### config.mk
export PLATFORM = sky130hd
export DESIGN_NAME = enhanced_bridge_pwm_output
export DESIGN_NICKNAME = d
export VERILOG_FILES = /design/src/pwm_pkg.sv /design/src/deadband_if.sv /design/src/deadband_delay.sv /design/src/enhanced_bridge_pwm_output.sv
export SDC_FILE = /design/constraint.sdc
export NUM_CORES = 1
export LEC_CHECK = 0
export BUFFER_PORTS_ARGS = -buffer_cell sky130_fd_sc_hd__buf_4
export CORE_UTILIZATION = 42
export DETAILED_ROUTE_END_ITERATION = 10
export PLACE_DENSITY_LB_ADDON = 0.3
export SLEW_MARGIN = 0
export SYNTH_ARGS = -nofsm -noshare
export SYNTH_HDL_FRONTEND = slang
export SYNTH_HIERARCHICAL = 1
export SYNTH_SLANG_ARGS = --single-unit
### constraint.sdc
create_clock -name clk_in -period 2.5 [get_ports clk_in]
set_input_delay 0.125 -clock clk_in [delete_from_list [all_inputs] [get_ports clk_in]]
set_output_delay 0.125 -clock clk_in [all_outputs]
set_load 0.1 [all_outputs]
### src/pwm_pkg.sv
// ============================================================
// Contract
// - Time base is timer count plus phase bits.
// - Mode field selects single, half or full bridge.
// - Single mode drives only steered outputs.
// - Half-bridge variants lack outputs C and D.
// - Dead band is four clocks per count.
// - Half bridge: A is PWM, B its complement.
// - Half bridge delays each output before activation.
// - Dead band beyond duty keeps output inactive.
// - Forward: A active, D modulated, B C off.
// - Reverse: C active, B modulated, A D off.
// - Direction change applies from next PWM period.
// - Pending change swaps A/C four timer cycles early.
// - Full bridge modes insert no dead band.
// - Three-bit field selects the shutdown sources.
// - Status bit reads one while shut down.
// - Shutdown status stays set until cleared.
// - Shutdown forces pins per pair state selector.
// - Shutdown is level sensitive and persists.
// - Status writes ignored while condition persists.
// - Restart resumes only at next period start.
// - Auto-restart clears status when condition ends.
// - First enable waits for a new period.
// - Dead band only on inactive-to-active edges.
package pwm_pkg;

	// ============================================================
	// Output mode field codes.
	localparam logic [1:0] MODE_SINGLE = 2'h0;
	localparam logic [1:0] MODE_HALF = 2'h2;
	localparam logic [1:0] MODE_FULL_FWD = 2'h1;
	localparam logic [1:0] MODE_FULL_REV = 2'h3;
	localparam int MODE_FULL_BIT = 0;
	localparam int MODE_DIR_BIT = 1;

	// ============================================================
	// Shutdown source select bit positions.
	localparam int SRC_CMP0_BIT = 0;
	localparam int SRC_CMP1_BIT = 1;
	localparam int SRC_INT_BIT = 2;

	// ============================================================
	// Shutdown drive state codes; bit one set means float.
	localparam logic [1:0] SS_DRIVE_LOW = 2'h0;
	localparam logic [1:0] SS_DRIVE_HIGH = 2'h1;
	localparam int SS_FLOAT_BIT = 1;

	// ============================================================
	// Output indices.
	localparam int OUT_A = 0;
	localparam int OUT_B = 1;
	localparam int OUT_C = 2;
	localparam int OUT_D = 3;

	// ============================================================
	// Timing counts and reset values.
	localparam logic [1:0] PHASE_LAST = 2'h3;
	localparam logic [8:0] DIR_LEAD_TIMER_CYCLES = 9'h004;
	localparam int OSC_PER_DEADBAND_UNIT = 4;
	localparam int DB_SHIFT = $clog2(OSC_PER_DEADBAND_UNIT);
	localparam logic [9:0] DUTY_RESET = 10'h000;
	localparam logic [3:0] LEVEL_RESET = 4'h0;
	localparam logic STATUS_RESET = 1'b0;

endpackage

### src/deadband_if.sv
`timescale 1ns/1ps
interface deadband_if;
	logic [1:0] want;
	logic [1:0] act;
	logic [8:0] delay;
	modport ctrl (output want, output delay, input act);
	modport unit (input want, input delay, output act);
endinterface

### src/deadband_delay.sv
`timescale 1ns/1ps
module deadband_delay import pwm_pkg::*; (
	// Clock and reset
	input wire logic clk_in,
	input wire logic rst_n_in,
	input wire logic ce_in,
	// Carrier
	deadband_if.unit db
);

	wire logic [1:0] act_w;

	// ============================================================
	// One delay counter per half-bridge output.
	for (genvar i = 0; i < 2; i++) begin : g_ch
		logic [8:0] cnt_q;
		logic act_q;
		wire logic done;
		assign done = (cnt_q >= db.delay);
		always_ff @(posedge clk_in or negedge rst_n_in) begin
			if (!rst_n_in) begin
				cnt_q <= 9'h000;
				act_q <= 1'b0;
			end else if (ce_in) begin
				// Falling edges pass at once, so no delay on turn-off.
				if (!db.want[i]) begin
					cnt_q <= 9'h000;
					act_q <= 1'b0;
				end else if (done) begin
					act_q <= 1'b1;
				end else begin
					cnt_q <= cnt_q + 9'h001;
				end
			end
		end
		assign act_w[i] = act_q;
	end

	assign db.act = act_w;

endmodule

### src/enhanced_bridge_pwm_output.sv
`timescale 1ns/1ps
module enhanced_bridge_pwm_output import pwm_pkg::*; #(
	parameter bit HAS_CD = 1'b1
) (
	// Clock, reset and clock enable
	input wire logic clk_in,
	input wire logic rst_n_in,
	input wire logic ce_in,
	// Period timer
	input wire logic [7:0] period_timer_count_in,
	input wire logic [7:0] period_limit_in,
	input wire logic [1:0] phase_bits_in,
	// Modulator control
	input wire logic pwm_enable_in,
	input wire logic [1:0] output_mode_sel_in,
	input wire logic [7:0] duty_high_bits_in,
	input wire logic [1:0] duty_low_bits_in,
	input wire logic [3:0] steer_enable_in,
	input wire logic [6:0] deadband_count_in,
	// Shutdown control
	input wire logic auto_restart_enable_in,
	input wire logic [2:0] shutdown_source_sel_in,
	input wire logic [1:0] shutdown_state_pair_ac_in,
	input wire logic [1:0] shutdown_state_pair_bd_in,
	input wire logic status_write_in,
	input wire logic status_write_value_in,
	// Fault sources
	input wire logic ext_int_in,
	input wire logic [1:0] comparator_fault_out_in,
	// Status
	output logic shutdown_event_status_out,
	output logic period_end_out,
	// Output pins
	output logic out_a_out,
	output logic out_a_oe_n_out,
	output logic out_b_out,
	output logic out_b_oe_n_out,
	output logic out_c_out,
	output logic out_c_oe_n_out,
	output logic out_d_out,
	output logic out_d_oe_n_out
);

	// ============================================================
	// Time base and period boundary.
	wire logic [9:0] time_base;
	wire logic period_end;
	wire logic lead_window;

	assign time_base = {period_timer_count_in, phase_bits_in};
	assign period_end = (period_timer_count_in == period_limit_in) &&
		(phase_bits_in == PHASE_LAST);
	assign lead_window = ({1'b0, period_timer_count_in} +
		DIR_LEAD_TIMER_CYCLES) > {1'b0, period_limit_in};
	assign period_end_out = period_end;

	// ============================================================
	// Mode decode.
	wire logic mode_single;
	wire logic mode_half;
	wire logic mode_full;
	wire logic dir_req;

	assign mode_single = (output_mode_sel_in == MODE_SINGLE);
	assign mode_half = (output_mode_sel_in == MODE_HALF);
	assign mode_full = output_mode_sel_in[MODE_FULL_BIT];
	assign dir_req = output_mode_sel_in[MODE_DIR_BIT];

	// ============================================================
	// Shutdown condition and status.
	wire logic sd_cond;
	wire logic sd_force;
	logic status_q;
	logic status_d;

	assign sd_cond =
		(shutdown_source_sel_in[SRC_CMP0_BIT] & comparator_fault_out_in[0]) |
		(shutdown_source_sel_in[SRC_CMP1_BIT] & comparator_fault_out_in[1]) |
		(shutdown_source_sel_in[SRC_INT_BIT] & ~ext_int_in);

	// The raw condition joins the stored bit so the pins react without
	// waiting for a clock edge.
	assign sd_force = sd_cond | status_q;

	always_comb begin
		status_d = status_q;
		if (sd_cond) begin
			status_d = 1'b1;
		end else if (status_write_in) begin
			status_d = status_write_value_in;
		end else if (auto_restart_enable_in) begin
			status_d = 1'b0;
		end
	end

	always_ff @(posedge clk_in or negedge rst_n_in) begin
		if (!rst_n_in) begin
			status_q <= STATUS_RESET;
		end else if (ce_in) begin
			status_q <= status_d;
		end
	end

	assign shutdown_event_status_out = status_q;

	// ============================================================
	// Run gate: starts only at a period boundary.
	logic run_q;

	always_ff @(posedge clk_in or negedge rst_n_in) begin
		if (!rst_n_in) begin
			run_q <= 1'b0;
		end else if (ce_in) begin
			if (!pwm_enable_in || sd_force) begin
				run_q <= 1'b0;
			end else if (period_end) begin
				run_q <= 1'b1;
			end
		end
	end

	// ============================================================
	// Duty buffer, loaded for the coming period.
	logic [9:0] duty_q;
	wire logic pwm_raw;

	always_ff @(posedge clk_in or negedge rst_n_in) begin
		if (!rst_n_in) begin
			duty_q <= DUTY_RESET;
		end else if (ce_in && period_end) begin
			duty_q <= {duty_high_bits_in, duty_low_bits_in};
		end
	end

	assign pwm_raw = run_q && (time_base < duty_q);

	// ============================================================
	// Full-bridge direction with early swap.
	logic dir_q;
	logic swap_q;
	wire logic dir_pending;

	assign dir_pending = mode_full && (dir_req != dir_q);

	always_ff @(posedge clk_in or negedge rst_n_in) begin
		if (!rst_n_in) begin
			dir_q <= 1'b0;
			swap_q <= 1'b0;
		end else if (ce_in) begin
			if (!mode_full) begin
				dir_q <= dir_req;
				swap_q <= 1'b0;
			end else if (period_end) begin
				dir_q <= dir_req;
				swap_q <= 1'b0;
			end else if (dir_pending && lead_window) begin
				swap_q <= 1'b1;
			end
		end
	end

	// ============================================================
	// Dead-band unit, used only in half-bridge mode.
	deadband_if db_if ();

	assign db_if.want = mode_half ? {~pwm_raw & run_q, pwm_raw} : 2'h0;
	assign db_if.delay = {2'h0, deadband_count_in} << DB_SHIFT;

	deadband_delay u_db (
		.clk_in(clk_in),
		.rst_n_in(rst_n_in),
		.ce_in(ce_in),
		.db(db_if.unit)
	);

	// ============================================================
	// Output levels and enables per mode.
	logic [3:0] lvl_d;
	logic [3:0] lvl_q;
	logic [3:0] pin_en;
	wire logic [3:0] cd_mask;

	// C and D never drive on half-bridge-only variants.
	assign cd_mask = {HAS_CD, HAS_CD, 2'h3};

	always_comb begin
		lvl_d = 4'h0;
		pin_en = 4'h0;
		if (mode_single) begin
			lvl_d = {4{pwm_raw}} & steer_enable_in;
			pin_en = steer_enable_in;
		end else if (mode_half) begin
			lvl_d[OUT_A] = db_if.act[0];
			lvl_d[OUT_B] = db_if.act[1];
			pin_en = 4'h3;
		end else begin
			pin_en = 4'hf;
			// Direct drive here: no dead band in the full bridge.
			if (!run_q) begin
				lvl_d = 4'h0;
			end else if (swap_q) begin
				lvl_d[OUT_A] = ~dir_req;
				lvl_d[OUT_C] = dir_req;
			end else if (!dir_q) begin
				lvl_d[OUT_A] = 1'b1;
				lvl_d[OUT_D] = pwm_raw;
			end else begin
				lvl_d[OUT_C] = 1'b1;
				lvl_d[OUT_B] = pwm_raw;
			end
		end
		pin_en = pin_en & cd_mask;
	end

	always_ff @(posedge clk_in or negedge rst_n_in) begin
		if (!rst_n_in) begin
			lvl_q <= LEVEL_RESET;
		end else if (ce_in) begin
			lvl_q <= lvl_d;
		end
	end

	// ============================================================
	// Pin stage with asynchronous shutdown override.
	wire logic [3:0] pin_val;
	wire logic [3:0] pin_oe_n;

	for (genvar i = 0; i < 4; i++) begin : g_pin
		wire logic [1:0] ss;
		assign ss = (i % 2 == 0) ? shutdown_state_pair_ac_in :
			shutdown_state_pair_bd_in;
		assign pin_val[i] = sd_force ? (ss == SS_DRIVE_HIGH) :
			lvl_q[i];
		assign pin_oe_n[i] = ~pin_en[i] |
			(sd_force & ss[SS_FLOAT_BIT]);
	end

	assign out_a_out = pin_val[OUT_A];
	assign out_b_out = pin_val[OUT_B];
	assign out_c_out = pin_val[OUT_C];
	assign out_d_out = pin_val[OUT_D];
	assign out_a_oe_n_out = pin_oe_n[OUT_A];
	assign out_b_oe_n_out = pin_oe_n[OUT_B];
	assign out_c_oe_n_out = pin_oe_n[OUT_C];
	assign out_d_oe_n_out = pin_oe_n[OUT_D];

endmodule

==> reports/results.txt, run 1 <==
Outcome -> finished, final reports clean
Cell variety after synth -> 60
Clock Sinks -> 38
Worst path max stage delay -> 0.42 ns
DR iter-0 viols -> 93
Hold depth -> 2
CTS tree -> yes
Core area -> 7250 um2
Endpoint type of the worst setup path -> register
CTS Buf Count -> 5
RSZ-0062 raised after global routing -> false
Global-route wire length before repair -> 12.2 mm
Minimum clock period -> 2.38 ns
Largest family of logic cells by synthesized area -> simple AND/OR/NAND/NOR gates
DRT antenna net count -> 0
Worst path top cell family by delay -> compound AO/OA/AOI/OAI gates
Post-CTS Setup Inserts -> 0
DP HPWL -> 5.85 mm
Post-synth EDFFs -> 0
Routability cong. -> 0.840
Via/cell ratio -> 5.36
Clock transition at path regs -> 0.08 ns
Clock skew after layout -> 0.00417 ns
Antenna Diode Count -> 0
Final period util -> 95.2%
Area Growth Syn to Fin -> 23.9%
Worst Reg-to-Reg Cells -> 10
Hold Violations, Final -> 0
Ports -> 68
Slowest-stage cell, CP -> or3_4
Area contributors post-synth -> dfrtp_1 (30%), ha_1 (15%), inv_1 (4.4%)
Post-Layout Cell Count -> 526
Clock Latency Late Sink -> 0.29 ns
Synth Instances -> 354
Worst path cell trace -> inv_1 -> ha_1 -> a21oi_1 -> a211oi_1 -> or3_4 -> o21ba_2 -> nand2_2 -> nor2_1 -> and3_1 -> a211o_1
Peak VDD IR -> 0.273 mV
Routed wire length -> 7.37 mm
Final setup violation count -> 0
Mux share of post-synthesis cell area -> 8.06%
Pwr dens -> 396 nW/um2
TritonRoute pass-1 iters -> 4
Cell Area, Synth -> 3170 um2
Synth Area in Simple Gates -> 19.6%
CTS Root Cell -> clkbuf_8
Nets -> 522
Synth Area in Adders -> 15.0%
Drt drc -> 0
Worst Path Arrival -> 2.56 ns
Layout cells sized above 1 -> 27.2%
Fin util -> 54.1%
Max-cap violations -> 0
CP Depth -> 10
Fmax -> 0.420 GHz
Synth top area share -> 30.0%
Area of the die -> 7890 um2
Inst Count DP -> 517
Port Buffer Count -> 67
Grt ovf -> 0
Xor/xnor share of the synthesized area -> 2.77%
Vias in the first global route -> 2666
Yosys reg bits -> 38
Fillers -> 683
Compound-Gate Fraction of Synth Area -> 18.2%
Hold WS -> 0.0597 ns
Top FF cell, synth -> dfrtp_1
Die height -> 88.8 um
Global-route usage over all layers -> 20.0%
Worst path bufs/invs -> 1
Via count -> 2819
Slew Viols, Final -> 0
Initial antenna violation count -> 0
Leakage -> 1.95 nW
Die W -> 88.8 um
Kind of start point of the critical path -> register
Total power -> 1.55 mW
CTS HTree Levels -> 2
Synth cell count leaders -> dfrtp_1 (38), ha_1 (38), inv_1 (37)
Area leader, netlist -> dfrtp_1
Drt wl/cell -> 14.0 um
Post-Route Setup TNS -> 0 ns
Warnings, synthesis -> 6
Largest net degree at the start of global routing -> 39
Longest Clk Path Bufs -> 2
Std cell rows -> 31
Ys async rst share -> 100%
CP Class -> reg2reg
Initial core utilization -> 43.6%
Worst Path Max Fanout -> 9
Critical path required time -> 2.68 ns
HP Class -> in2reg
Register area share after synthesis -> 30.0%
Syn_area_per_cell -> 8.94 um2
## final cells by class
cell class / count / area (um2) / share of cell area (%)
Clock buffer: 5 / 68.8 / 1.75
Clock inverter: 3 / 40.0 / 1.02
Inverter: 37 / 139 / 3.54
Multi-Input combinational cell: 271 / 2050 / 52.2
Sequential cell: 38 / 951 / 24.3
Tap cell: 99 / 124 / 3.16
Timing Repair Buffer: 73 / 551 / 14.0
## metal layers
metal | global-route usage [%] | wire length [um] | vias to the layer above
met2 | 33.5 | 3620 | 58
met5 | 0 | 0 | -
met3 | 3.17 | 242 | 2
met1 | 27.0 | 3470 | 1337
met4 | 5.13 | 36 | 0
li1 | - | - | 1422
## through the flow
step	instance area, um2	setup slack [ns]
after floorplan	3180	-0.231
after global placement	3790	0.161
after detailed placement	3790	0.0532
after CTS	3910	0.0340
after global routing	3920	0.00347
final	3920	0.120
## layout by cell type, fill, tap and decap left out, types with 4 or more instances in the layout
cell	instances
a211oi_1	5
a21oi_1	18
a31oi_1	6
and3_1	6
buf_4	72
clkbuf_8	5
dfrtp_1	38
ha_1	38
inv_1	37
mux2_2	8
mux2_4	9
nand2_1	28
nand2b_1	4
nand3_1	17
nand4_1	7
nor2_1	18
nor2b_1	9
nor3_1	5
o21ai_0	10
o311ai_0	4
o31ai_1	7
xnor2_1	4
xor2_1	6
## cell families after synthesis
| logic type | Yosys count |
|---|---|
| AOI/OAI and AO/OA | 82 |
| muxes | 20 |
| and+or+nand+nor | 118 |
| other | 1 |
| xor gates and xnor gates | 10 |
| DFF | 38 |
| adders and majority gates | 38 |
| buffers and inverters | 47 |
## registers in the layout, summed over array words and instances (netlist names)
signal,cells
u_db/g_ch.cnt_q,18
swap_q,1
lvl_q,4
u_db/g_ch.act_q,2
run_q,1
shutdown_event_status_out,1
dir_q,1
duty_q,10
## power by group
group / leakage (nW) / internal [mW] / switching, mW
Combinational: 1.37 / 0.159 / 0.239
Sequential: 0.525 / 0.625 / 0.0105
Clock: 0.0579 / 0.294 / 0.226
## worst paths after layout
kind / start / end / slack [ns]
max: duty_q[4] / u_db/g_ch[1].cnt_q[8] / 0.12
min: duty_high_bits_in[3] / duty_q[5] / 0.06
min in group asynchronous: rst_n_in / u_db/g_ch[1].cnt_q[1] / 0.34
max in group asynchronous: rst_n_in / u_db/g_ch[0].cnt_q[6] / 1.82
min reg2reg: lvl_q[1] / lvl_q[1] / 0.51
max reg2reg: duty_q[4] / u_db/g_ch[1].cnt_q[8] / 0.12
## timing repair
action,CTS,global route
hold buffers,1,0
resized for setup,0,3
endpoints found under the hold margin,38,0
setup endpoints to repair,0,10
Note: power is estimated with default switching activity, not from simulation.
==> inputs of run 2 (changes only) <==
- ABC_AREA: not set -> 1
==> run 2 against run 1 <==
  * Maximum frequency increased by 10%
  * Worst hold slack lost 0.013 ns
  * Die area up 5.0%
  * Sequential power is essentially flat
  * Total power decreased by 2.6%
  * Non-clock buffer count shrank 1
  * Largest power group unchanged
  * Highest routed layer unchanged
==> reports/results.txt, run 2 <==
Core area -> 7690 um2 (+6.0%)
Worst path cell trace -> inv_1 -> ha_1 -> a21boi_0 -> o211ai_1 -> nand2_1 -> nor3_1 -> inv_1 -> nor3b_1 -> nand3_1 -> nand2_1
Reg with most FFs -> u_db/g_ch.cnt_q
Commonest cells after routing, fill and taps aside -> nand2_1 (133), inv_1 (81), buf_4 (71), nand3_1 (39)
Clock Sinks -> 38 (unchanged)
Cell variety after synth -> 40 (-33%)
Global-route usage over all layers -> 20.1% (+0.072 points)
Slowest-stage cell, CP -> dfrtp_1
Peak VDD IR -> 0.197 mV (-28%)
Clock transition at path regs -> 0.08 ns (about the same)
Final setup violation count -> 0 (unchanged)
M3 GR Usage -> 2.85% (-0.32 points)
Global-route wire length before repair -> 13.7 mm (+12%)
Synth cell count leaders -> nand2_1 (133), inv_1 (81), nand3_1 (39)
Synth Area in Adders -> 14.3% (-0.73 points)
Initial antenna violation count -> 0 (unchanged)
Pwr dens -> 373 nW/um2 (-5.9%)
TritonRoute pass-1 iters -> 4 (unchanged)
Largest registers -> u_db/g_ch.cnt_q: 18 flops, duty_q: 10 flops, lvl_q: 4 flops
Post-CTS Resized -> 0 (unchanged)
Slew headroom -> 66.2%
Clock skew after layout -> 0.00673 ns (+0.00255 ns)
Register area share after synthesis -> 28.6% (-1.5 points)
Worst Path Max Fanout -> 7 (-2)
Drt wl/cell -> 12.0 um (-14%)
Final period util -> 86.3% (-8.9 points)
Kind of start point of the critical path -> register
Initial core utilization -> 43.3% (-0.35 points)
Hold WS -> 0.0462 ns (-0.0135 ns)
Synth Area in Simple Gates -> 32.7% (+13 points)
Routability cong. -> 0.865 (+3.0%)
Die height -> 91.0 um (+2.5%)
Std cell rows -> 32 (+3.2%)
CTS HTree Levels -> 2 (unchanged)
CP Class -> reg2reg
Area of the die -> 8280 um2 (+5.0%)
Area contributors post-synth -> dfrtp_1 (29%), nand2_1 (15%), ha_1 (14%)
HP Class -> in2reg
Ports -> 68 (unchanged)
Via/cell ratio -> 4.97 (-7.3%)
Post-Route Setup TNS -> 0 ns (unchanged)
Nets -> 652 (+25%)
Hold Violations, Final -> 0 (unchanged)
Worst path max stage delay -> 0.37 ns (-0.05 ns)
Ys async rst share -> 100% (unchanged)
CTS tree -> yes
Clock Latency Late Sink -> 0.29 ns (about the same)
Area of the multi-input gates -> 2030 um2 (-1.1%)
Xor/xnor share of the synthesized area -> 2.11% (-0.66 points)
Setup WS post-layout -> 0.342 ns (+0.221 ns)
DP HPWL -> 6.29 mm (+7.5%)
Warnings, synthesis -> 6 (unchanged)
Critical path required time -> 2.73 ns (+0.05 ns)
Top FF cell, synth -> dfrtp_1
Area Growth Syn to Fin -> 21.9%
Worst Path Arrival -> 2.39 ns (-0.17 ns)
Worst path bufs/invs -> 2 (+1)
Cell Area, Synth -> 3330 um2 (+5.1%)
CTS Buf Count -> 5 (unchanged)
DR iter-0 viols -> 135 (+45%)
Storage cell area -> 951 um2 (unchanged)
Slew @ Worst Pin -> 0.506 ns
Worst Reg-to-Reg Cells -> 10 (unchanged)
Setup WS pre-CTS -> 0.391 ns (+0.338 ns)
Endpoint type of the worst setup path -> register
CP Depth -> 10 (unchanged)
Routed wire length -> 7.93 mm (+7.7%)
Leakage -> 2.26 nW (+15%)
Max-cap violations -> 0 (unchanged)
Syn_area_per_cell -> 6.92 um2 (-23%)
Fmax -> 0.463 GHz (+10%)
DRT antenna net count -> 0 (unchanged)
Post-CTS Hold Fix Bufs -> 1 (unchanged)
Grt met2 use -> 35.1% (+1.6 points)
Largest family of logic cells by synthesized area -> simple AND/OR/NAND/NOR gates
Grt met1 use -> 25.8% (-1.2 points)
Fillers -> 757 (+11%)
Drt drc -> 0 (unchanged)
Area leader, netlist -> dfrtp_1
Compound-Gate Fraction of Synth Area -> 11.3% (-6.9 points)
Post-CTS Setup Inserts -> 0 (unchanged)
GRT busiest layer -> met2
Antenna Diode Count -> 0 (unchanged)
Mux share of post-synthesis cell area -> 0% (-8.1 points)
Worst path top cell family by delay -> simple AND/OR/NAND/NOR gates
Die W -> 91.0 um (+2.5%)
Slew Viols, Final -> 0 (unchanged)
Port Buffer Count -> 67 (unchanged)
Synth top area share -> 28.6% (-1.5 points)
Commonest non-fill, non-tap cell in the layout -> nand2_1
Largest net degree at the start of global routing -> 39 (unchanged)
Synth Instances -> 481 (+36%)
Outcome -> finished, final reports clean
Post-synth EDFFs -> 0 (unchanged)
Hold depth -> 3 (+1)
Minimum clock period -> 2.16 ns (-0.221 ns)
Grt ovf -> 0 (unchanged)
Via count -> 3273 (+16%)
CTS Root Cell -> clkbuf_8
Largest register FFs -> 18 (unchanged)
Total power -> 1.51 mW (-2.6%)
Layout cells sized above 1 -> 17.8% (-9.4 points)
RSZ-0062 raised after global routing -> false
Most numerous cell in the Yosys netlist -> nand2_1
Longest Clk Path Bufs -> 2 (unchanged)
Yosys reg bits -> 38 (unchanged)
Vias in the first global route -> 3103 (+16%)
-- run 2: path summary, 6_finish.rpt --
| kind | slack, ns | endpoint | start |
|---|---|---|---|
| max | 0.34 | u_db/g_ch[0].cnt_q[4] | duty_q[1] |
| min | 0.05 | dir_q | output_mode_sel_in[1] |
| max reg2reg | 0.34 | u_db/g_ch[0].cnt_q[4] | duty_q[1] |
| min reg2reg | 0.48 | duty_q[0] | duty_q[0] |
| max in group asynchronous | 1.80 | u_db/g_ch[1].cnt_q[2] | rst_n_in |
| min in group asynchronous | 0.33 | lvl_q[3] | rst_n_in |
-- run 2: routing by layer --
layer | wire length [um] | part of all wire, %
met5 | 0 | 0
met4 | 98 | 1.2
met3 | 409 | 5.2
met2 | 3820 | 48
met1 | 3600 | 45
-- run 2: layout make-up --
type | instances | area share (%)
multi-input combinational | 355 | 49.9
sequential | 38 | 23.4
timing repair buffer | 72 | 13.4
inverter | 84 | 7.77
tap | 102 | 3.15
clock buffer | 6 | 2.04
clock inverter | 2 | 0.308
-- run 2: worst reg2reg max path, delay by kind of cell, from the launching register on --
kind                     cells  cell delay [ns]
AO/OA/AOI/OAI                2             0.48
flip-flops                   1             0.37
adder cells (fa/ha/maj)      1             0.22
buffers and inverters        2             0.26
AND/OR/NAND/NOR              5             0.77
-- run 2: cells by family after synthesis --
family,count (synthesis)
buffers and inverters,90
DFF,38
AOI/OAI and AO/OA,63
xor gates and xnor gates,8
and+or+nand+nor,243
other,1
adders and majority gates,38
-- run 2: stage by stage --
| step | util (%) | instance area, um2 | std cells |
|---|---|---|---|
| 2_1_floorplan | - | 3340 | 483 |
| 3_3_place_gp | 51.4 | 3950 | 650 |
| 3_5_place_dp | 51.4 | 3950 | 650 |
| 4_1_cts | 52.8 | 4060 | 659 |
| 5_1_grt | 52.8 | 4060 | 659 |
| 6_report | 52.8 | 4060 | 659 |
-- run 2: report_power, final --
group	total, mW	switching [mW]	internal [mW]	leakage (nW)
combinational	0.428	0.275	0.154	1.73
clock	0.447	0.225	0.222	0.0472
sequential	0.638	0.00868	0.629	0.475
